$ cat src/design/cmcz_pkg.sv
// Package with register layout, reset values and timing constants of the CAN control block.
package cmcz_pkg;
  localparam logic [1:0] CMCZ_ADDR_CTL0 = 2'h0;
  localparam logic [1:0] CMCZ_ADDR_CTL1 = 2'h1;
  localparam logic [1:0] CMCZ_ADDR_TIMER_LO = 2'h2;
  localparam logic [1:0] CMCZ_ADDR_TIMER_HI = 2'h3;
  localparam int CMCZ_BIT_RECEIVED_FRAME_FLAG = 7;
  localparam int CMCZ_BIT_RECEIVER_ACTIVE = 6;
  localparam int CMCZ_BIT_STOPWAIT = 5;
  localparam int CMCZ_BIT_SYNC = 4;
  localparam int CMCZ_BIT_TIMEN = 3;
  localparam int CMCZ_BIT_WAKEEN = 2;
  localparam int CMCZ_BIT_SLEEPRQ = 1;
  localparam int CMCZ_BIT_INIT_REQUEST = 0;
  localparam int CMCZ_BIT_INITACK = 0;
  localparam int CMCZ_BIT_SLEEPACK = 1;
  localparam int CMCZ_BIT_LOOPBACK = 5;
  localparam logic [7:0] CMCZ_CTL0_RESET = 8'h01;
  localparam logic [7:0] CMCZ_CTL1_RESET = 8'h00;
  // Bit time and idle-sequence figures.
  localparam int CMCZ_BIT_TIME_NS = 1000;
  localparam int CMCZ_CLK_PERIOD_NS = 4;
  localparam int CMCZ_BIT_CYCLES = CMCZ_BIT_TIME_NS / CMCZ_CLK_PERIOD_NS;
  localparam logic [3:0] CMCZ_IDLE_BITS = 4'hb;
  localparam logic [7:0] CMCZ_BUSOFF_SEQS = 8'h80;
  typedef struct packed {
    logic [1:0] addr;
    logic [7:0] wdata;
    logic wr;
    logic rd;
  } cmcz_bus_req_t;
  typedef struct packed {
    logic frame_ok;
    logic rx_busy;
    logic tx_busy;
    logic ack_seen;
    logic bus_off;
  } cmcz_link_stat_t;
endpackage

$ cat src/design/cmcz_ctrl.sv
// CAN control register zero with init and sleep handshakes, time-stamp timer and bus sync.
`timescale 1ns/1ns
module cmcz_ctrl (
  input wire logic clk_sys_i, // System clock, 250 MHz.
  input wire logic srst_i, // Synchronous reset, active high.
  input wire logic [1:0] addr_i, // Register address.
  input wire logic [7:0] wdata_i, // Write data.
  input wire logic wr_i, // Write strobe.
  input wire logic rd_i, // Read strobe.
  output logic [7:0] rdata_o, // Read data, one cycle after the strobe.
  input wire logic rx_pin_i, // CAN receive pin, asynchronous.
  input wire logic tx_bit_i, // Bit the protocol engine wants to send.
  output logic transmit_pin_o, // CAN transmit pin, 1 is recessive.
  input wire cmcz_pkg::cmcz_link_stat_t link_i, // Protocol engine status.
  input wire logic wait_mode_i, // Processor in wait mode.
  input wire logic stop_mode_i, // Processor in stop mode.
  output logic module_clk_en_o, // Clock enable of the bus interface.
  output logic abort_o, // Abort any transfer, level.
  output logic stamp_we_o, // Time stamp write pulse.
  output logic [15:0] stamp_o, // Time stamp for buffer bytes 0x0e and 0x0f.
  output logic sleeping_o // Module in sleep mode.
);
  import cmcz_pkg::*;

  typedef enum logic [3:0] {
    CMCZ_RUN = 4'b0001,
    CMCZ_INIT = 4'b0010,
    CMCZ_SLEEP = 4'b0100,
    CMCZ_RESYNC = 4'b1000
  } cmcz_state_t;

  cmcz_state_t state;
  logic received_frame_flag, receiver_active, stop_wait, sync, timen, wakeen, sleeprq, init_request, loopback;
  logic rx_meta, rx_sync, rx_prev;
  logic [15:0] timer;
  logic [15:0] bit_cnt;
  logic bit_tick;
  logic [3:0] rec_cnt;
  logic [7:0] seq_cnt;
  logic busoff_at_init;
  logic init_mode, init_ack, sleep_ack;
  logic wr0, wr1;
  logic traffic;

  assign init_ack = (state == CMCZ_INIT);
  assign sleep_ack = (state == CMCZ_SLEEP);
  assign init_mode = init_request & init_ack;
  assign wr0 = wr_i && addr_i == CMCZ_ADDR_CTL0;
  assign wr1 = wr_i && addr_i == CMCZ_ADDR_CTL1;
  assign traffic = rx_prev & ~rx_sync;
  assign abort_o = init_request;
  assign sleeping_o = sleep_ack;
  // Pin is released in stop mode, gated wait or whenever init is requested.
  assign transmit_pin_o = (stop_mode_i | (wait_mode_i & stop_wait) | init_request) ? 1'b1
                          : tx_bit_i;
  assign module_clk_en_o = ~(wait_mode_i & stop_wait);

  // Receive pin synchroniser; reset to the recessive level so no false edge follows reset.
  always_ff @(posedge clk_sys_i) begin
    if (srst_i) begin
      rx_meta <= 1'b1;
      rx_sync <= 1'b1;
      rx_prev <= 1'b1;
    end else begin
      rx_meta <= rx_pin_i;
      rx_sync <= rx_meta;
      rx_prev <= rx_sync;
    end
  end

  // Bit clock enable divider.
  always_ff @(posedge clk_sys_i) begin
    if (srst_i || bit_cnt == 16'(CMCZ_BIT_CYCLES - 1)) begin
      bit_cnt <= 16'h0000;
    end else begin
      bit_cnt <= bit_cnt + 16'h0001;
    end
  end
  assign bit_tick = (bit_cnt == 16'(CMCZ_BIT_CYCLES - 1));

  // Mode sequencer: init handshake, sleep handshake, resynchronisation.
  always_ff @(posedge clk_sys_i) begin
    if (srst_i) begin
      state <= CMCZ_INIT;
      busoff_at_init <= 1'b0;
    end else begin
      case (state)
        CMCZ_RUN: begin
          if (init_request) begin
            state <= CMCZ_INIT;
            busoff_at_init <= link_i.bus_off;
          end else if (sleeprq && !link_i.rx_busy && !link_i.tx_busy) begin
            state <= CMCZ_SLEEP;
          end
        end
        CMCZ_INIT: begin
          if (!init_request) begin
            state <= CMCZ_RESYNC;
          end
        end
        CMCZ_SLEEP: begin
          if (init_request) begin
            state <= CMCZ_INIT;
            busoff_at_init <= link_i.bus_off;
          end else if (!sleeprq) begin
            state <= CMCZ_RUN;
          end
        end
        CMCZ_RESYNC: begin
          if (init_request) begin
            state <= CMCZ_INIT;
            busoff_at_init <= link_i.bus_off;
          end else if (sync) begin
            state <= CMCZ_RUN;
          end
        end
        default: state <= CMCZ_INIT;
      endcase
    end
  end

  // Idle sequence counting for resynchronisation.
  always_ff @(posedge clk_sys_i) begin
    if (srst_i || init_request) begin
      rec_cnt <= 4'h0;
      seq_cnt <= 8'h00;
      sync <= 1'b0;
    end else if (state == CMCZ_RESYNC && !sync && bit_tick) begin
      if (!rx_sync) begin
        rec_cnt <= 4'h0;
      end else if (rec_cnt == CMCZ_IDLE_BITS - 4'h1) begin
        rec_cnt <= 4'h0;
        if (!busoff_at_init || seq_cnt == CMCZ_BUSOFF_SEQS - 8'h01) begin
          sync <= 1'b1;
        end else begin
          seq_cnt <= seq_cnt + 8'h01;
        end
      end else begin
        rec_cnt <= rec_cnt + 4'h1;
      end
    end else if (link_i.bus_off) begin
      sync <= 1'b0;
    end
  end

  // Init request bit, set by a write at any time, cleared by a write only while init is acknowledged.
  always_ff @(posedge clk_sys_i) begin
    if (srst_i) begin
      init_request <= CMCZ_CTL0_RESET[CMCZ_BIT_INIT_REQUEST];
    end else if (wr0) begin
      if (wdata_i[CMCZ_BIT_INIT_REQUEST] || init_ack) begin
        init_request <= wdata_i[CMCZ_BIT_INIT_REQUEST];
      end
    end
  end

  // Sleep request and wakeup enable, kept through init mode.
  always_ff @(posedge clk_sys_i) begin
    if (srst_i) begin
      sleeprq <= CMCZ_CTL0_RESET[CMCZ_BIT_SLEEPRQ];
      wakeen <= CMCZ_CTL0_RESET[CMCZ_BIT_WAKEEN];
    end else begin
      if (wr0 && !init_mode && !init_request) begin
        wakeen <= wdata_i[CMCZ_BIT_WAKEEN];
        if (wdata_i[CMCZ_BIT_SLEEPRQ] || !sleeprq || sleep_ack) begin
          sleeprq <= wdata_i[CMCZ_BIT_SLEEPRQ];
        end
      end
      if (sleep_ack && wakeen && traffic) begin
        sleeprq <= 1'b0;
      end
    end
  end

  // Control bits held at reset values during init mode.
  always_ff @(posedge clk_sys_i) begin
    if (srst_i || init_mode) begin
      stop_wait <= CMCZ_CTL0_RESET[CMCZ_BIT_STOPWAIT];
      timen <= CMCZ_CTL0_RESET[CMCZ_BIT_TIMEN];
    end else if (wr0 && !init_request) begin
      stop_wait <= wdata_i[CMCZ_BIT_STOPWAIT];
      timen <= wdata_i[CMCZ_BIT_TIMEN];
    end
  end

  // Received frame flag: set wins over a clearing write.
  always_ff @(posedge clk_sys_i) begin
    if (srst_i || init_mode) begin
      received_frame_flag <= CMCZ_CTL0_RESET[CMCZ_BIT_RECEIVED_FRAME_FLAG];
    end else if (link_i.frame_ok && !loopback) begin
      received_frame_flag <= 1'b1;
    end else if (wr0 && !init_request && wdata_i[CMCZ_BIT_RECEIVED_FRAME_FLAG]) begin
      received_frame_flag <= 1'b0;
    end
  end

  // Receiver active status, never written by software.
  always_ff @(posedge clk_sys_i) begin
    if (srst_i || init_mode) begin
      receiver_active <= CMCZ_CTL0_RESET[CMCZ_BIT_RECEIVER_ACTIVE];
    end else begin
      receiver_active <= link_i.rx_busy & ~loopback;
    end
  end

  // Loopback selection, read in control register one.
  always_ff @(posedge clk_sys_i) begin
    if (srst_i) begin
      loopback <= CMCZ_CTL1_RESET[CMCZ_BIT_LOOPBACK];
    end else if (wr1 && init_mode) begin
      loopback <= wdata_i[CMCZ_BIT_LOOPBACK];
    end
  end

  // Free-running time-stamp timer at the bit rate.
  always_ff @(posedge clk_sys_i) begin
    if (srst_i || !timen) begin
      timer <= 16'h0000;
    end else if (bit_tick) begin
      timer <= timer + 16'h0001;
    end
  end

  always_ff @(posedge clk_sys_i) begin
    if (srst_i) begin
      stamp_we_o <= 1'b0;
      stamp_o <= 16'h0000;
    end else begin
      stamp_we_o <= timen & link_i.ack_seen;
      if (timen && link_i.ack_seen) begin
        stamp_o <= timer;
      end
    end
  end

  // Register read port, data stand one cycle after the strobe.
  always_ff @(posedge clk_sys_i) begin
    if (srst_i || !rd_i) begin
      rdata_o <= 8'h00;
    end else if (addr_i == CMCZ_ADDR_CTL0) begin
      rdata_o <= {received_frame_flag, receiver_active, stop_wait, sync, timen, wakeen, sleeprq, init_request};
    end else if (addr_i == CMCZ_ADDR_CTL1) begin
      rdata_o <= {2'b00, loopback, 3'b000, sleep_ack, init_ack};
    end else if (addr_i == CMCZ_ADDR_TIMER_LO) begin
      rdata_o <= timer[7:0];
    end else begin
      rdata_o <= timer[15:8];
    end
  end
endmodule

$ cat config.mk
export PLATFORM = sky130hd
export DESIGN_NAME = cmcz_ctrl
export DESIGN_NICKNAME = d
export VERILOG_FILES = /design/src/design/cmcz_pkg.sv /design/src/design/cmcz_ctrl.sv
export SDC_FILE = /design/constraint.sdc
export NUM_CORES = 1
export LEC_CHECK = 0
export ABC_AREA = 1
export BUFFER_PORTS_ARGS = -buffer_cell sky130_fd_sc_hd__buf_2
export CORE_ASPECT_RATIO = 1.5
export CORE_MARGIN = 2
export CORE_UTILIZATION = 35
export CTS_CLUSTER_DIAMETER = 100
export CTS_CLUSTER_SIZE = 25
export DETAILED_ROUTE_END_ITERATION = 8
export GPL_ROUTABILITY_DRIVEN = 0
export RECOVER_POWER = 100
export SKIP_CTS_REPAIR_TIMING = 1
export SLEW_MARGIN = 30
export SYNTH_ARGS = -nofsm -noshare
export SYNTH_HDL_FRONTEND = slang
export SYNTH_SLANG_ARGS = --single-unit
$ cat constraint.sdc
create_clock -name clk_sys_i -period 3.8 [get_ports clk_sys_i]
set_clock_uncertainty 0.05 [all_clocks]
set_input_delay 0.19 -clock clk_sys_i [delete_from_list [all_inputs] [get_ports clk_sys_i]]
set_output_delay 0.19 -clock clk_sys_i [all_outputs]
set_load 0.01 [all_outputs]
==> results of run 1 <==
[Yosys cell counts, types with 5 or more instances]
cell and n:
nand3_1 38, inv_2 8, a21oi_1 64, inv_1 58, clkbuf_1 7, ha_1 6, nand4_1 10, nor2_4 9
nor3_1 11, nor2_1 50, nor2_2 11, xor2_1 12, o211ai_1 5, dfxtp_1 86, nand2_2 5, nand2_1 117
o21ai_0 39
[state kept, by name, summed over array words and instances, names as in the netlist, 4 cells and up]
signal   cells
rdata_o      8
seq_cnt      8
rec_cnt      4
stamp_o     16
state        4
bit_cnt     16
timer       16
[placed cells by master (no fill, tap or decap), types with 6 or more instances in the layout]
cell       netlist  final
a21oi_1         64     65
buf_2            1     19
clkbuf_1         7     32
clkbuf_16        0      9
dfxtp_1         86     86
ha_1             6      6
inv_1           58     60
inv_2            8      6
nand2_1        117    120
nand3_1         38     39
nand4_1         10     10
nor2_1          50     55
nor2_2          11      8
nor2_4           9      7
nor3_1          11     12
o21ai_0         39     40
xor2_1          12     12
[worst max-delay path, cell delays in order (launching register included)]
cell     delay (ns)
dfxtp_1        0.36
nand2_1        0.06
inv_1          0.12
nand2_1        0.14
nor2_1         0.23
nand2_1        0.26
nand2_1        0.45
inv_1          0.16
nand2_1        0.10
nor2_1         0.04
[logic make-up after synthesis]
kind of cell               count (synthesis)  synth area share [%]
xor gates and xnor gates                  12                  2.56
AOI/OAI and AO/OA                        115                  14.6
buffers and inverters                     78                  7.45
adders and majority gates                  6                  1.83
DFF                                       86                  41.9
and+or+nand+nor                          270                  31.7
[power groups by stage]
stage	Sequential, mW	Combinational (mW)	Clock, mW
CTS	0.924	0.0947	0.886
floorplan	0.943	0.0616	0
global placement	0.944	0.0931	0
detailed placement	0.944	0.0942	0
finish	0.924	0.0923	0.871
global route	0.926	0.105	0.928
[routing by layer]
metal / GRT usage [%] / up-vias / routed length [um]
met5: 0 / - / 0
met4: 6.97 / 0 / 232
met3: 4.52 / 23 / 500
met2: 29.1 / 85 / 5170
met1: 18.7 / 1741 / 4230
li1: - / 1960 / -
[metrics by stage]
stage / area (um2) / utilization (%)
floorplan: 4110 / -
CTS: 4790 / 41.8
global route: 4710 / 41.1
finish: 4710 / 41.1
detailed placement: 4500 / 39.2
global placement: 4500 / 39.2
[cell type report]
class	instances	area [um2]
clock buffer	10	229
fill	1240	6760
timing repair buffer	51	221
tap	150	188
multi-input combinational	403	2040
clock inverter	6	62.6
inverter	67	251
sequential	86	1720
[path summary, 6_finish.rpt]
path	startpoint	cells after the start	slack [ns]	endpoint
max	bit_cnt[4]	9	1.72	bit_cnt[11]
min	wdata_i[0]	3	0.02	abort_o
max reg2reg	bit_cnt[4]	9	1.72	bit_cnt[11]
min reg2reg	rx_meta	1	0.36	rx_sync
==> results_dict.tcl, run 1 <==
set metrics [dict create \
    cp-end-kind "register" \
    rows 48 \
    post-route-min-period_ns 2.08 \
    htreeDepth 3 \
    clk-insertion-delay-late_ns 0.34 \
    status "complete, no violations" \
    die-area_um2 12700 \
    ys_warn_count 0 \
    drt-pass1-iter-count 4 \
    seq_area_frac_synth_pct 41.9 \
    antenna_left 0 \
    area.growth.synth_to_final_pct 14.6 \
    post_drt_wl_per_cell_um 13.1 \
    worstSetupStartpointType "register" \
    synth-edff-count 0 \
    rsz0062_at_grt "false" \
    cp.required_ns 3.99 \
    avgSynthCellArea_um2 7.25 \
    grt_start_max_net_pins 32 \
    synth_top_area_share_pct 41.9 \
    antennaDiodeCount 0 \
    layoutNonFillerInstCount 773 \
    antenna_found_initial 0 \
    final_nets 647 \
    syn_nets 596 \
    internal_power_mw 1.45 \
    period_share_pct 54.8 \
    syn_inst 567 \
    synth_area_leaders "dfxtp_1 (42%), nand2_1 (11%), a21oi_1 (7.8%)" \
    powerDensity_nw_per_um2 400 \
    io_pins 52 \
    relSlewSlack_pct 28.4 \
    grt_pass1_vias 3656 \
    synth.distinct_cells 36 \
    tritoncts "built" \
    dp_slack_ns 1.88 \
    synth_largest_area_cell "dfxtp_1" \
    async_flop_share_pct 0 \
    drt-initial-drc-count 165 \
    slew_viol_final 0 \
    grtUsageTotal_pct 16.5 \
    vias_per_cell 4.93 \
    worstMarginPinSlew_ns 1.07 \
    overflow 0 \
    seqPwrFrac_pct 49.0 \
    drc 0 \
    ys_seq_elements 86 \
    fmax_mhz 480 \
    vias 3809 \
    ys.flop_type "dfxtp_1" \
    fp.dieW_um 92.5 \
    fp.dieH_um 137 \
    swShare_pct 23.0 \
    p_leak_nw 1.74 \
    clockRootBuffer "clkbuf_16" \
    setup-tns-final_ns 0 \
    power.total_mw 1.89 \
    p_sw_uw 435 \
    numCtsBuffers 9 \
    grt_pass1_wl_um 16600 \
    dpl.hpwl_um 7560 \
    ctsLongestPathBuffers 2 \
    clock-sinks 86 \
    initial_core_util_pct 35.9 \
    hold_viol_final 0 \
    dpl.cell_count 756 \
    wl_um 10100 \
    cap_violations 0 \
    setup_viol_count_final 0 \
    critPathMaxFanout 14 \
    syn-cell-area_um2 4110 \
    clk_pin_slew_worst_paths_ns 0.06 \
    crit_type "reg -> reg" \
    timing.final.ws_setup_ns 1.72 \
    ir_drop_mv 0.190 \
    whs_ns 0.0215 \
    clkPwrFrac_pct 46.1 \
    min_path_type "in -> reg" \
    p_comb_share_pct 4.9 \
    numPortBuffers 49 \
    drive_gt1_share_pct 10.6 \
    cp.arrival_ns 2.27 \
    core_area_um2 11500 \
]
Note: power is estimated with default switching activity, not from simulation.
==> inputs of run 2 (changes only) <==
==> constraint.sdc (replaced) <==
create_clock -name clk_sys_i -period 2.05 [get_ports clk_sys_i]
set_clock_uncertainty 0.05 [all_clocks]
set_input_delay 0.1025 -clock clk_sys_i [delete_from_list [all_inputs] [get_ports clk_sys_i]]
set_output_delay 0.1025 -clock clk_sys_i [all_outputs]
set_load 0.01 [all_outputs]
==> results_dict.tcl, run 2 (synthesis results as in run 1) <==
set metrics [dict create \
    final_common_cell "nand2_1" \
    io_pins 52 \
    powerDensity_nw_per_um2 768 \
    nFillCells 1206 \
    whs_ns -0.0105 \
    rsz0062_at_grt "false" \
    hold_depth 3 \
    status "finished, violations left" \
    min_path_type "in -> reg" \
    clockRootBuffer "clkbuf_16" \
    cp.arrival_ns 2.14 \
    rows 48 \
    layout_common_cells "nand2_1 (119), dfxtp_1 (86), a21oi_1 (64)" \
    seq_area_um2 1720 \
    worst_hold_path.endpoint "sleeprq" \
    tritoncts "built" \
    antenna_left 0 \
    clk-insertion-delay-late_ns 0.34 \
    area.growth.synth_to_final_pct 18.2 \
    utilization_pct 42.4 \
    setup_viol_count_final 0 \
    core_area_um2 11500 \
    grt_start_max_net_pins 32 \
    r2r_setup_slack_ns 0.15 \
    numPortBuffers 49 \
    wl_met3_um 345 \
    clk_pin_slew_worst_paths_ns 0.06 \
    grtUsageTotal_pct 16.3 \
    grt_pass1_wl_um 16400 \
    hold_viol_final 4 \
    worstSetupStartpointType "register" \
    cp.required_ns 2.29 \
    period_share_pct 92.7 \
    worstMarginPinSlew_ns 0.507 \
    numCtsBuffers 9 \
    stdcell_area_um2 4860 \
    wl_um 9870 \
    fp.dieW_um 92.5 \
    met2_length_um 5120 \
    r2r_end "received_frame_flag" \
    p_leak_nw 1.83 \
    crit_type "reg -> reg" \
    drive_gt1_share_pct 12.0 \
    multiInputGateArea_um2 2050 \
    slew_viol_final 0 \
    ctsLongestPathBuffers 2 \
    fp.dieH_um 137 \
    r2r_cells 7 \
    final_nets 659 \
    vias 3769 \
    hp-start "wdata_i[1]" \
    vias_per_cell 4.81 \
    antennaDiodeCount 0 \
    relSlewSlack_pct 66.2 \
    placed_cell_area_um2 4560 \
    antenna_found_initial 0 \
    drc 0 \
    initial_core_util_pct 35.9 \
    met1_length_um 4200 \
    failed_checks "hold timing" \
    dpl.hpwl_um 7600 \
    drt-initial-drc-count 152 \
    die-area_um2 12700 \
    post-route-min-period_ns 1.90 \
    cp-end-kind "register" \
    fmax_mhz 526 \
    critPathMaxFanout 10 \
    clock-sinks 86 \
    highest_layer "met4" \
    top_regs "bit_cnt: 16 flops, stamp_o: 16 flops, timer: 16 flops" \
    overflow 0 \
    post_drt_wl_per_cell_um 12.6 \
    ir_drop_mv 0.317 \
    setup-tns-final_ns 0 \
    cap_violations 0 \
    r2r_start "abort_o" \
    grt_pass1_vias 3639 \
    drt-pass1-iter-count 5 \
    htreeDepth 3 \
]
==> run 2: cell types whose count changed in the layout (fill, tap and decap cells not counted), moves of 2 or more <==
| cell | delta |
|---|---|
| nor2_2 | -2 |
| clkbuf_1 | -2 |
| dlygate4sd3_1 | +4 |
| buf_4 | +6 |
| clkbuf_2 | +2 |
| bufinv_16 | +2 |
| nor2_1 | +2 |
| clkinvlp_4 | -2 |
==> run 2: worst max-delay path, stage by stage, from the launching register on <==
cell,delay (ns)
dfxtp_1,0.53
inv_1,0.15
nand2_1,0.24
inv_2,0.09
nand2_1,0.07
nand2_1,0.04
a21oi_1,0.12
dlygate4sd3_1,0.56
==> run 2: worst max-delay path by stage <==
stage                          start                   to  slack, ns  cells after the start
after floorplan           seq_cnt[0]           seq_cnt[3]       0.54                      9
after global placement    bit_cnt[0]          bit_cnt[11]       0.37                      8
after detailed placement  bit_cnt[1]           bit_cnt[2]       0.30                      8
after CTS                 bit_cnt[1]           bit_cnt[2]       0.31                      8
after global routing      bit_cnt[4]           seq_cnt[3]       0.03                      9
final                        abort_o  received_frame_flag       0.15                      7
==> run 2: layout make-up <==
cell class / count / share of cell area, %
inverter: 67 / 5.17
timing repair buffer: 63 / 6.54
multi-input combinational: 403 / 42.1
clock inverter: 6 / 2.29
sequential: 86 / 35.4
tap: 150 / 3.86
clock buffer: 9 / 4.63
==> run 2: per-stage QoR <==
stage	hold slack (ns)	power, mW	worst slack [ns]	std cells
floorplan	0.156	1.86	0.543	567
global placement	0.240	1.93	0.373	764
detailed placement	0.243	1.93	0.303	764
CTS	-0.113	3.78	0.305	779
global route	0.00164	3.87	0.0263	784
finish	-0.0105	3.73	0.149	784
==> run 2: report_power, final <==
group	switching [mW]	internal, mW	total, mW	leakage (nW)
registers	0.0172	1.70	1.71	0.695
logic	0.114	0.0668	0.181	0.976
clock network	0.656	1.18	1.84	0.161
==> run 2: layer usage <==
layer	vias to the layer above	track usage, %
met4	0	6.80
met3	14	3.80
li1	1974	-
met2	70	29.2
met1	1711	18.4
met5	-	0
==> inputs of run 3 (changes only) <==
--- a/config.mk
+++ b/config.mk
@@ -14,6 +14,7 @@
 export CTS_CLUSTER_SIZE = 25
 export DETAILED_ROUTE_END_ITERATION = 8
 export GPL_ROUTABILITY_DRIVEN = 0
+export GPL_TIMING_DRIVEN = 0
 export RECOVER_POWER = 100
 export SKIP_CTS_REPAIR_TIMING = 1
 export SLEW_MARGIN = 30
==> constraint.sdc (replaced) <==
create_clock -name clk_sys_i -period 2.05 [get_ports clk_sys_i]
set_clock_uncertainty 0.05 [all_clocks]
set_input_delay 0.1025 -clock clk_sys_i [delete_from_list [all_inputs] [get_ports clk_sys_i]]
set_output_delay 0.1025 -clock clk_sys_i [all_outputs]
set_load 0.02 [all_outputs]
==> results_dict.tcl, run 3 (synthesis results as in run 1) <==
set metrics [dict create \
    clk_pin_slew_worst_paths_ns 0.06 \
    final_common_cell "nand2_1" \
    ir_drop_mv 0.451 \
    worst_path_most_repeated_cell "nand2_1" \
    initial_core_util_pct 35.9 \
    clock-sinks 86 \
    cp-end-kind "register" \
    cp.required_ns 2.23 \
    drive_gt1_share_pct 11.8 \
    fp.dieW_um 92.5 \
    clockRootBuffer "clkbuf_16" \
    rows 48 \
    hold_viol_final 4 \
    tritoncts "built" \
    ctsLongestPathBuffers 2 \
    hp-start "link_i[0]" \
    worstSetupStartpointType "register" \
    whs_ns -0.0133 \
    post-route-min-period_ns 1.81 \
    slowest_stage "dfxtp_1" \
    top_regs "bit_cnt: 16 flops, stamp_o: 16 flops, timer: 16 flops" \
    path_cells "ha_1, nand2_1, inv_1, nand3_1, nand2_1, nor2_2, nand3_2, nand2_1, a21oi_1" \
    min_path_type "in -> reg" \
    dpl.hpwl_um 7960 \
    fp.dieH_um 137 \
    stdcell_area_um2 4900 \
    area.growth.synth_to_final_pct 19.2 \
    status "finished, violations left" \
    setup-tns-final_ns 0 \
    final_nets 660 \
    relSlewSlack_pct 54.6 \
    fmax_mhz 551 \
    cp.arrival_ns 1.99 \
    layout_common_cells "nand2_1 (119), dfxtp_1 (86), a21oi_1 (64)" \
    cp.depth 9 \
    drt-initial-drc-count 194 \
    numPortBuffers 48 \
    rsz0062_at_grt "false" \
    wl_um 10500 \
    die-area_um2 12700 \
    drc 0 \
    r2r_start "seq_cnt[0]" \
    r2r_cells 9 \
    cpLargestDelayFamily "simple AND/OR/NAND/NOR gates" \
    antenna_left 0 \
    post_drt_wl_per_cell_um 13.4 \
    critPathMaxFanout 9 \
    cap_violations 0 \
    setup_viol_count_final 0 \
    period_share_pct 88.5 \
    failed_checks "hold timing" \
    slew_viol_final 0 \
    crit_type "reg -> reg" \
    grtUsageTotal_pct 17.5 \
    powerDensity_nw_per_um2 800 \
    max_stage_delay_ns 0.34 \
    r2r_setup_slack_ns 0.24 \
    htreeDepth 3 \
    grt_start_max_net_pins 15 \
    antenna_found_initial 0 \
    worstMarginPinSlew_ns 0.675 \
    antennaDiodeCount 0 \
    vias 3858 \
    p_leak_nw 1.82 \
    grt_pass1_vias 3779 \
    overflow 0 \
    grt_pass1_wl_um 17300 \
    placed_cell_area_um2 4540 \
    io_pins 52 \
    numCtsBuffers 9 \
    hold_depth 3 \
    clk-insertion-delay-late_ns 0.34 \
    crit_start "seq_cnt[0]" \
    path_buf_inv 1 \
    core_area_um2 11500 \
    vias_per_cell 4.91 \
    drt-pass1-iter-count 5 \
]
[run 3: cell count changes in the layout (fill, tap and decap cells not counted), sizes merged]
cell,before,now
clkbuf,41,47
buf,26,22
bufinv,3,4
clkinv,3,2
[run 3: cell type report]
cell class	instances	area (um2)
clock inverter	6	133
buffer	11	53.8
clock buffer	10	239
timing repair buffer	53	254
tap	150	188
inverter	67	251
fill	1186	6570
sequential	86	1720
multi-input combinational	403	2060
[run 3: routing by layer]
metal / track usage, % / wire length, um
met1: 19.4 / 4360
met2: 30.3 / 5270
met3: 3.74 / 541
met4: 10.9 / 343
met5: 0 / 0
[run 3: final timing paths]
path / to
min reg2reg: rx_sync
min: busoff_at_init
max: seq_cnt[5]
max reg2reg: seq_cnt[5]
[run 3: metrics by stage]
step,worst slack (ns),hold WS [ns],std cells,utilization (%),power (mW)
3_5_place_dp,0.210,0.240,765,39.6,1.94
3_3_place_gp,0.276,0.240,765,39.6,1.93
5_1_grt,0.00000777,0.00385,786,42.7,4.06
2_1_floorplan,0.543,0.156,567,-,1.87
6_report,0.236,-0.0133,786,42.7,3.92
4_1_cts,0.207,-0.119,781,42.8,3.96
[run 3: power by group]
part	switching (mW)	internal, mW
logic	0.128	0.0651
registers	0.0145	1.70
clock network	0.674	1.34
total	0.816	3.11
[run 3: tightest hold or removal path: stages]
cell and delay (ns):
buf_2 0.07, inv_1 0.05, a21oi_1 0.11
